===== src/fpl_pkg.sv =====
// Package: instruction fields, opcodes, widths and carrier types for the paired load unit
package fpl_pkg;

  // ==========================================
  // Widths
  localparam int ADDR_W = 32;
  localparam int DATA_W = 64;
  localparam int REG_W  = 5;

  // ==========================================
  // Instruction field positions (bit 31 is the most significant bit)
  localparam int PRIMARY_HI = 31;
  localparam int PRIMARY_LO = 26;
  localparam int TARGET_HI  = 25;
  localparam int TARGET_LO  = 21;
  localparam int BASE_HI    = 20;
  localparam int BASE_LO    = 16;
  localparam int INDEX_HI   = 15;
  localparam int INDEX_LO   = 11;
  localparam int EXT_HI     = 10;
  localparam int EXT_LO     = 1;
  localparam int DISP_HI    = 15;
  localparam int DISP_LO    = 2;
  localparam int DISP_W     = 14;
  localparam int LOW2_HI    = 1;
  localparam int LOW2_LO    = 0;

  // ==========================================
  // Opcodes
  localparam logic [5:0] OP_INDEXED     = 6'h1F;
  localparam logic [5:0] OP_PAIR_DISP   = 6'h38;
  localparam logic [5:0] OP_PAIR_DISP_U = 6'h39;
  localparam logic [9:0] XO_DBL_UPD     = 10'h277;
  localparam logic [9:0] XO_DBL         = 10'h257;
  localparam logic [9:0] XO_PAIR_UPD    = 10'h337;
  localparam logic [1:0] LOW2_DISP      = 2'h0;
  localparam logic [ADDR_W-1:0] PAIR_STEP = 32'h0000_0008;

  // ==========================================
  // Carrier types
  typedef struct packed {
    logic [ADDR_W-1:0] addr;
  } fpl_mem_req_t;

  typedef struct packed {
    logic [DATA_W-1:0] data;
    logic              alignFault;
    logic              storageFault;
  } fpl_mem_rsp_t;

  typedef struct packed {
    logic              valid;
    logic [REG_W-1:0]  target;
    logic [DATA_W-1:0] data;
  } fpl_fpr_wr_t;

  typedef struct packed {
    logic              valid;
    logic [REG_W-1:0]  target;
    logic [ADDR_W-1:0] data;
  } fpl_gpr_wr_t;

  typedef enum logic [2:0] {
    CLS_NONE = 3'h0,
    CLS_DBL  = 3'h1,
    CLS_DBLU = 3'h2,
    CLS_PRD  = 3'h3,
    CLS_PRDU = 3'h4,
    CLS_PRXU = 3'h5
  } fpl_class_t;

  typedef struct packed {
    fpl_class_t        cls;
    logic [REG_W-1:0]  target;
    logic [REG_W-1:0]  base;
    logic [REG_W-1:0]  index;
    logic [DISP_W-1:0] disp;
    logic              recordBit;
  } fpl_decoded_t;

endpackage


===== src/fpl_decode.sv =====
// Module: combinational decoder for the floating doubleword and paired loads
`timescale 1ns/1ns
module fpl_decode (
  // Instruction word
  input  wire logic [31:0]           instr,
  // Decoded instruction
  output fpl_pkg::fpl_decoded_t      dec
);

  logic [5:0] primary;
  logic [9:0] extended;
  logic [1:0] low2;

  always_comb begin
    primary       = instr[fpl_pkg::PRIMARY_HI:fpl_pkg::PRIMARY_LO];
    extended      = instr[fpl_pkg::EXT_HI:fpl_pkg::EXT_LO];
    low2          = instr[fpl_pkg::LOW2_HI:fpl_pkg::LOW2_LO];
    dec.target    = instr[fpl_pkg::TARGET_HI:fpl_pkg::TARGET_LO];
    dec.base      = instr[fpl_pkg::BASE_HI:fpl_pkg::BASE_LO];
    dec.index     = instr[fpl_pkg::INDEX_HI:fpl_pkg::INDEX_LO];
    dec.disp      = instr[fpl_pkg::DISP_HI:fpl_pkg::DISP_LO];
    dec.recordBit = instr[0];
    dec.cls       = fpl_pkg::CLS_NONE;
    if (primary == fpl_pkg::OP_INDEXED) begin
      if (extended == fpl_pkg::XO_DBL_UPD) begin
        dec.cls = fpl_pkg::CLS_DBLU;
      end else if (extended == fpl_pkg::XO_DBL) begin
        dec.cls = fpl_pkg::CLS_DBL;
      end else if (extended == fpl_pkg::XO_PAIR_UPD) begin
        dec.cls = fpl_pkg::CLS_PRXU;
      end
    end else if (primary == fpl_pkg::OP_PAIR_DISP && low2 == fpl_pkg::LOW2_DISP) begin
      dec.cls = fpl_pkg::CLS_PRD;
    end else if (primary == fpl_pkg::OP_PAIR_DISP_U && low2 == fpl_pkg::LOW2_DISP) begin
      dec.cls = fpl_pkg::CLS_PRDU;
    end
  end

endmodule


===== src/fpl_load_unit.sv =====
// Module: floating doubleword and paired doubleword load execution unit
// How it works
// - Update-indexed double: op 31, ext 631
// - Indexed address: base plus index, or index
// - Update base only if nonzero and faultless
// - Update-indexed double leaves status register alone
// - Plain indexed double: op 31, ext 599
// - Plain indexed double writes no base, flags
// - Paired displacement load: op 56, low 00
// - Displacement sign-extended, two zero bits appended
// - Displacement address: offset, or base plus offset
// - Pair: target then next, 31 wraps 0
// - Paired displacement update: op 57, low 00
// - Paired updates write address to nonzero base
// - Paired indexed update: op 31, ext 823
// - Paired indexed address: base plus index, or index
// - Paired loads leave status and field 0
`timescale 1ns/1ns
module fpl_load_unit (
  // Clock, reset, enable
  input  wire logic                        ref_clk,
  input  wire logic                        rstn,
  input  wire logic                        clkEn,
  // Instruction issue
  input  wire logic                        issueValid,
  input  wire logic [31:0]                 instr,
  output logic                             issueReady,
  // General register read port values for base and index fields
  input  wire logic [fpl_pkg::ADDR_W-1:0]  baseValue,
  input  wire logic [fpl_pkg::ADDR_W-1:0]  indexValue,
  // Paired-load support strap
  input  wire logic                        pairEnable,
  // Memory request
  output logic                             memReqValid,
  output fpl_pkg::fpl_mem_req_t            memReq,
  input  wire logic                        memReqReady,
  // Memory response
  input  wire logic                        memRspValid,
  input  fpl_pkg::fpl_mem_rsp_t            memRsp,
  // Register writes
  output fpl_pkg::fpl_fpr_wr_t             floatWr0,
  output fpl_pkg::fpl_fpr_wr_t             floatWr1,
  output fpl_pkg::fpl_gpr_wr_t             generalWr,
  // Completion
  output logic                             doneValid,
  output logic                             illegalInstr,
  output logic                             faultReport
);

  // ==========================================
  // Decode
  fpl_pkg::fpl_decoded_t dec;

  fpl_decode uDecode (
    .instr (instr),
    .dec   (dec)
  );

  // ==========================================
  // State machine
  typedef enum logic [4:0] {
    ST_IDLE  = 5'h01,
    ST_REQ0  = 5'h02,
    ST_REQ1  = 5'h04,
    ST_WAIT  = 5'h08,
    ST_DONE  = 5'h10
  } fpl_state_t;

  fpl_state_t                   state_reg, state_next;
  fpl_pkg::fpl_class_t          cls_reg, cls_next;
  logic [fpl_pkg::REG_W-1:0]    target_reg, target_next;
  logic [fpl_pkg::REG_W-1:0]    base_reg, base_next;
  logic [fpl_pkg::ADDR_W-1:0]   ea_reg, ea_next;
  logic [fpl_pkg::ADDR_W-1:0]   memAddr_reg, memAddr_next;
  logic [fpl_pkg::DATA_W-1:0]   data0_reg, data0_next;
  logic [fpl_pkg::DATA_W-1:0]   data1_reg, data1_next;
  logic [1:0]                   rspCount_reg, rspCount_next;
  logic                         fault_reg, fault_next;
  logic                         memReqValid_reg, memReqValid_next;
  fpl_pkg::fpl_fpr_wr_t         floatWr0_reg, floatWr0_next;
  fpl_pkg::fpl_fpr_wr_t         floatWr1_reg, floatWr1_next;
  fpl_pkg::fpl_gpr_wr_t         generalWr_reg, generalWr_next;
  logic                         done_reg, done_next;
  logic                         illegal_reg, illegal_next;
  logic                         faultOut_reg, faultOut_next;
  logic                         issueReady_reg, issueReady_next;

  // ==========================================
  // Effective address and control terms
  logic [fpl_pkg::ADDR_W-1:0]   dispOffset;
  logic [fpl_pkg::ADDR_W-1:0]   addrBase;
  logic [fpl_pkg::ADDR_W-1:0]   addrTerm;
  logic                         isPair;
  logic                         isUpdate;
  logic                         wantsBase;
  logic                         needsTwo;
  logic                         rspFault;
  logic                         takeIssue;
  logic                         rejectIssue;

  always_comb begin
    // Sign-extend to 30 bits, then two zero bits
    dispOffset = {{(fpl_pkg::ADDR_W - fpl_pkg::DISP_W - 2){dec.disp[fpl_pkg::DISP_W-1]}},
                  dec.disp, 2'h0};
    addrBase   = (dec.base != '0) ? baseValue : '0;
    addrTerm   = (dec.cls == fpl_pkg::CLS_PRD || dec.cls == fpl_pkg::CLS_PRDU)
                 ? dispOffset : indexValue;
    isPair     = (dec.cls == fpl_pkg::CLS_PRD) || (dec.cls == fpl_pkg::CLS_PRDU)
                 || (dec.cls == fpl_pkg::CLS_PRXU);
    isUpdate   = (dec.cls == fpl_pkg::CLS_DBLU) || (dec.cls == fpl_pkg::CLS_PRDU)
                 || (dec.cls == fpl_pkg::CLS_PRXU);
    wantsBase  = isUpdate && (dec.base != '0);
    takeIssue   = issueValid && issueReady_reg;
    rejectIssue = (dec.cls == fpl_pkg::CLS_NONE) || (isPair && !pairEnable);
    needsTwo   = (cls_reg == fpl_pkg::CLS_PRD) || (cls_reg == fpl_pkg::CLS_PRDU)
                 || (cls_reg == fpl_pkg::CLS_PRXU);
    rspFault   = memRsp.alignFault || memRsp.storageFault;
  end

  always_comb begin
    state_next       = state_reg;
    cls_next         = cls_reg;
    target_next      = target_reg;
    base_next        = base_reg;
    ea_next          = ea_reg;
    memAddr_next     = memAddr_reg;
    memReqValid_next = memReqValid_reg;
    issueReady_next  = issueReady_reg;
    case (state_reg)
      ST_IDLE: begin
        if (takeIssue && !rejectIssue) begin
          cls_next         = dec.cls;
          target_next      = dec.target;
          base_next        = wantsBase ? dec.base : '0;
          ea_next          = addrBase + addrTerm;
          memAddr_next     = addrBase + addrTerm;
          memReqValid_next = 1'b1;
          issueReady_next  = 1'b0;
          state_next       = ST_REQ0;
        end
      end
      ST_REQ0: begin
        if (memReqReady) begin
          // Second doubleword sits eight bytes above the first
          memAddr_next     = ea_reg + fpl_pkg::PAIR_STEP;
          memReqValid_next = needsTwo;
          state_next       = needsTwo ? ST_REQ1 : ST_WAIT;
        end
      end
      ST_REQ1: begin
        if (memReqReady) begin
          memReqValid_next = 1'b0;
          state_next       = ST_WAIT;
        end
      end
      ST_WAIT: begin
        if ((needsTwo && rspCount_reg == 2'h2) || (!needsTwo && rspCount_reg == 2'h1)) begin
          state_next = ST_DONE;
        end
      end
      ST_DONE: begin
        issueReady_next = 1'b1;
        state_next      = ST_IDLE;
      end
      default: begin
        state_next = ST_IDLE;
      end
    endcase
  end

  always_ff @(posedge ref_clk) begin
    if (!rstn) begin
      state_reg       <= ST_IDLE;
      cls_reg         <= fpl_pkg::CLS_NONE;
      target_reg      <= '0;
      base_reg        <= '0;
      ea_reg          <= '0;
      memAddr_reg     <= '0;
      memReqValid_reg <= 1'b0;
      issueReady_reg  <= 1'b1;
    end else if (clkEn) begin
      state_reg       <= state_next;
      cls_reg         <= cls_next;
      target_reg      <= target_next;
      base_reg        <= base_next;
      ea_reg          <= ea_next;
      memAddr_reg     <= memAddr_next;
      memReqValid_reg <= memReqValid_next;
      issueReady_reg  <= issueReady_next;
    end
  end

  // ==========================================
  // Response capture
  always_comb begin
    data0_next    = data0_reg;
    data1_next    = data1_reg;
    rspCount_next = rspCount_reg;
    fault_next    = fault_reg;
    if (state_reg == ST_IDLE && takeIssue) begin
      rspCount_next = 2'h0;
      fault_next    = 1'b0;
    end
    // Responses return in request order and may overlap the request phase
    if (memRspValid && state_reg != ST_IDLE && state_reg != ST_DONE) begin
      if (rspCount_reg == 2'h0) begin
        data0_next = memRsp.data;
      end else begin
        data1_next = memRsp.data;
      end
      rspCount_next = rspCount_reg + 2'h1;
      fault_next    = fault_reg | rspFault;
    end
  end

  always_ff @(posedge ref_clk) begin
    if (!rstn) begin
      data0_reg    <= '0;
      data1_reg    <= '0;
      rspCount_reg <= 2'h0;
      fault_reg    <= 1'b0;
    end else if (clkEn) begin
      data0_reg    <= data0_next;
      data1_reg    <= data1_next;
      rspCount_reg <= rspCount_next;
      fault_reg    <= fault_next;
    end
  end

  // ==========================================
  // Completion pulses and register writes
  always_comb begin
    floatWr0_next  = '0;
    floatWr1_next  = '0;
    generalWr_next = '0;
    done_next      = 1'b0;
    illegal_next   = 1'b0;
    faultOut_next  = 1'b0;
    if (state_reg == ST_IDLE && takeIssue && rejectIssue) begin
      illegal_next = 1'b1;
      done_next    = 1'b1;
    end
    if (state_reg == ST_DONE) begin
      // Nothing touches status or condition field; no such outputs exist
      if (!fault_reg) begin
        floatWr0_next  = '{valid: 1'b1, target: target_reg, data: data0_reg};
        floatWr1_next  = '{valid: needsTwo, target: target_reg + 5'h01,
                           data: data1_reg};
        generalWr_next = '{valid: (base_reg != '0), target: base_reg,
                           data: ea_reg};
      end
      faultOut_next = fault_reg;
      done_next     = 1'b1;
    end
  end

  always_ff @(posedge ref_clk) begin
    if (!rstn) begin
      floatWr0_reg  <= '0;
      floatWr1_reg  <= '0;
      generalWr_reg <= '0;
      done_reg      <= 1'b0;
      illegal_reg   <= 1'b0;
      faultOut_reg  <= 1'b0;
    end else if (clkEn) begin
      floatWr0_reg  <= floatWr0_next;
      floatWr1_reg  <= floatWr1_next;
      generalWr_reg <= generalWr_next;
      done_reg      <= done_next;
      illegal_reg   <= illegal_next;
      faultOut_reg  <= faultOut_next;
    end
  end

  // ==========================================
  // Outputs, all straight from registers
  always_comb begin
    memReqValid  = memReqValid_reg;
    memReq.addr  = memAddr_reg;
    floatWr0     = floatWr0_reg;
    floatWr1     = floatWr1_reg;
    generalWr    = generalWr_reg;
    doneValid    = done_reg;
    illegalInstr = illegal_reg;
    faultReport  = faultOut_reg;
    issueReady   = issueReady_reg;
  end

endmodule


===== config.mk =====
export PLATFORM = sky130hd
export DESIGN_NAME = fpl_load_unit
export DESIGN_NICKNAME = d
export VERILOG_FILES = /design/src/fpl_pkg.sv /design/src/fpl_decode.sv /design/src/fpl_load_unit.sv
export SDC_FILE = /design/constraint.sdc
export NUM_CORES = 1
export LEC_CHECK = 0
export ABC_AREA = 0
export ABC_CLOCK_PERIOD_IN_PS = 9300
export BUFFER_PORTS_ARGS = -buffer_cell sky130_fd_sc_hd__buf_2
export CORE_ASPECT_RATIO = 1.4
export CORE_MARGIN = 4
export CORE_UTILIZATION = 43
export DETAILED_ROUTE_END_ITERATION = 8
export HOLD_SLACK_MARGIN = 0.05
export PLACE_DENSITY = 0.66
export SYNTH_ARGS = -nofsm -noshare
export SYNTH_HDL_FRONTEND = slang
export SYNTH_SLANG_ARGS = --single-unit
export TNS_END_PERCENT = 50

===== constraint.sdc =====
create_clock -name ref_clk -period 9.3 [get_ports ref_clk]
set_clock_uncertainty 0.2 [all_clocks]
set_input_delay 2.79 -clock ref_clk [delete_from_list [all_inputs] [get_ports ref_clk]]
set_output_delay 2.79 -clock ref_clk [all_outputs]
set_load 0.02 [all_outputs]

==> metrics.md <==
| Metric | Value |
|---|---|
| Sequential area share after synthesis | `47.23%` |
| Worst setup SP type | `primary input` |
| Hold Violations, Final | `0` |
| Final slew viol count | `0` |
| Vert. Die Dim | `241.8 µm` |
| Die span in x | `175.0 µm` |
| Nets | `2532` |
| Ys Warns | `0` |
| Final period utilization | `78.08%` |
| Initial antenna violation count | `6` |
| Syn_nets | `2239` |
| Power, Total | `0.003784 W` |
| RSZ-0062 raised after global routing | `no` |
| Row cnt | `85` |
| Worst slew pin tran | `1.191 ns` |
| Worst hold path type | `register to register` |
| DRC | `0` |
| TNS Setup | `0 ns` |
| Core area | `0.03850 mm²` |
| Worst-path clk slew | `0.06 ns` |
| Clock root buffer | `clkbuf_16` |
| DRT Wirelength | `50.99 mm` |
| CTS tree | `built` |
| EDFF count, synth | `0` |
| Synth area leader | `dfxtp_1` |
| Fin util | `52.27%` |
| Initial cell density of the core | `43.60%` |
| Async SR Flop Fraction | `0%` |
| Fmax achieved | `137.7 MHz` |
| CTS sink cnt | `396` |
| Max-cap viol count | `0` |
| Cell Pwr Density | `188.1 mW/mm²` |
| Slew headroom | `20.39%` |
| Starting DRC count in detailed routing | `1129` |
| DRT antenna net count | `0` |
| CTS max path bufs | `3` |
| Commonest cells post-synth | `dfxtp_1, nand2_1, a21oi_1` |
| Worst Path Arrival | `7.50 ns` |
| First-pass GRT wire length | `81.13 mm` |
| Count leader, synth | `dfxtp_1` |
| Kind of critical path | `primary input to register` |
| Synth top area share | `47.23%` |
| GPL Wtd Cong | `0.8623` |
| TritonRoute pass-1 iters | `5` |
| Post-CTS sizing | `0` |
| Drt via density | `5.426` |
| Fill cell count | `3731` |
| Lkg Pwr | `8.240 nW` |
| Fin crit period | `7.262 ns` |
| Element type at the critical path end | `register` |
| Final HPWL DP | `35.20 mm` |
| Vias in the first global route | `15051` |
| GRT Util Overall | `23.06%` |
| Most used DFF post-synth | `dfxtp_1` |
| Die Area | `0.04231 mm²` |
| Synth cell types | `69` |
| Share of cells above drive strength 1 | `20.88%` |
| CTS Hold Bufs | `0` |
| IO Pins | `384` |
| Outcome | `completed` |
| DR vias | `15572` |
| Clock Latency Late Sink | `0.53 ns` |
| Synth area leaders | `dfxtp_1, nand2_1, a22oi_1` |
| Synth-to-layout area growth | `19.88%` |
| Gate Count Post-Synth | `2029` |
| CP Max Fanout | `34` |
| Number of buffers created by CTS | `37` |
| Reg2reg setup slack | `6.10 ns` |
| Wire per inst | `17.77 µm` |
| Largest net degree at the start of global routing | `141` |
| Grt ovf | `0` |
| # Post-CTS Setup Buffers | `0` |
| H-tree depth | `2` |
| WP data required | `9.54 ns` |
| Syn avg cell area | `8.273 µm²` |
| Mapped Area | `0.01679 mm²` |
| Register bit total from synthesis | `396` |
| Final setup vio count | `0` |
| Max IR drop VDD | `129.4 µV` |
| # port buffers | `383` |
## critical path, stage by stage
cell and delay [ns]:
buf_2 0.09, nand2b_1 0.12, nor4_1 0.48, nand2_1 0.87
and2_1 0.47, ha_1 0.21, fa_1 0.42, a21o_1 0.21
a311oi_1 0.47, or4_1 0.28, a21oi_1 0.19, o21ai_1 0.34
a21boi_1 0.24, nor2_1 0.07, o31ai_1 0.23
## placed cells by master (no fill, tap or decap), types with 8 or more instances in the layout
| cell type | instances |
|---|---|
| inv_1 | 16 |
| nand2_1 | 386 |
| mux2_2 | 15 |
| xnor2_1 | 30 |
| ha_1 | 40 |
| clkbuf_16 | 37 |
| or3_1 | 17 |
| a21o_1 | 33 |
| nor2_1 | 224 |
| dfxtp_1 | 396 |
| and2_1 | 8 |
| a22oi_1 | 175 |
| nand4_1 | 11 |
| nand3_1 | 54 |
| buf_2 | 383 |
| and3_1 | 13 |
| a211oi_1 | 9 |
| nor2b_1 | 31 |
| nor3_1 | 11 |
| a21oi_1 | 229 |
| o211ai_1 | 18 |
| buf_4 | 17 |
| xor2_1 | 21 |
| o21ai_0 | 36 |
## final timing paths
path	cells after the start	from	to
worst min-delay path	2	memReq[10]$_SDFFE_PN0P_	memReq[10]$_SDFFE_PN0P_
worst min register to register	2	memReq[10]$_SDFFE_PN0P_	memReq[10]$_SDFFE_PN0P_
worst max-delay path	15	instr[0]	memReq[26]$_SDFFE_PN0P_
worst max register to register	6	state_reg[1]$_SDFFE_PN0P_	floatWr1[21]$_SDFFE_PN0P_
## per-stage QoR
stage	hold slack [ns]	cell area [µm²]	setup WS, ns	std cells
floorplan	0.2360	16790	2.865	2029
global placement	0.2384	18960	1.643	2805
detailed placement	0.2413	18960	1.450	2805
CTS	0.2497	20110	2.014	2864
global route	0.2637	20120	1.641	2868
finish	0.2454	20120	2.038	2870
## area by class of cell
| type | count | area, µm² | share of cell area [%] |
|---|---|---|---|
| clock inverter | 8 | 102.6 | 0.5099 |
| multi-input combinational | 1469 | 8252 | 41.01 |
| inverter | 18 | 80.08 | 0.3979 |
| tap | 522 | 653.1 | 3.246 |
| timing repair buffer | 400 | 2044 | 10.16 |
| antenna | 6 | 15.01 | 0.07461 |
| sequential | 396 | 7928 | 39.40 |
| clock buffer | 51 | 1049 | 5.211 |
## report_power, final
group	switching (W)	internal (W)
Clock	0.000633	0.000841
Combinational	0.000339	0.000179
Sequential	0.0000388	0.00175
## per-layer routing
layer | part of all wire (%) | routed length (µm) | track usage, %
met1 | 42 | 21420 | 29.04
met2 | 48 | 24300 | 39.00
met3 | 6.5 | 3313 | 4.281
met4 | 3.8 | 1940 | 9.249
met5 | 0.020 | 10 | 0
## kinds of logic after synthesis
logic type | count (synthesis) | synth area share, %
adder cells (fa/ha/maj) | 41 | 3.101
XOR/XNOR | 51 | 2.661
multiplexers | 20 | 1.304
buffers and inverters | 164 | 3.854
flip-flops | 396 | 47.23
AND/OR/NAND/NOR | 797 | 20.31
AO/OA/AOI/OAI | 560 | 21.54
No activity file was read; power rests on OpenSTA's default activity.
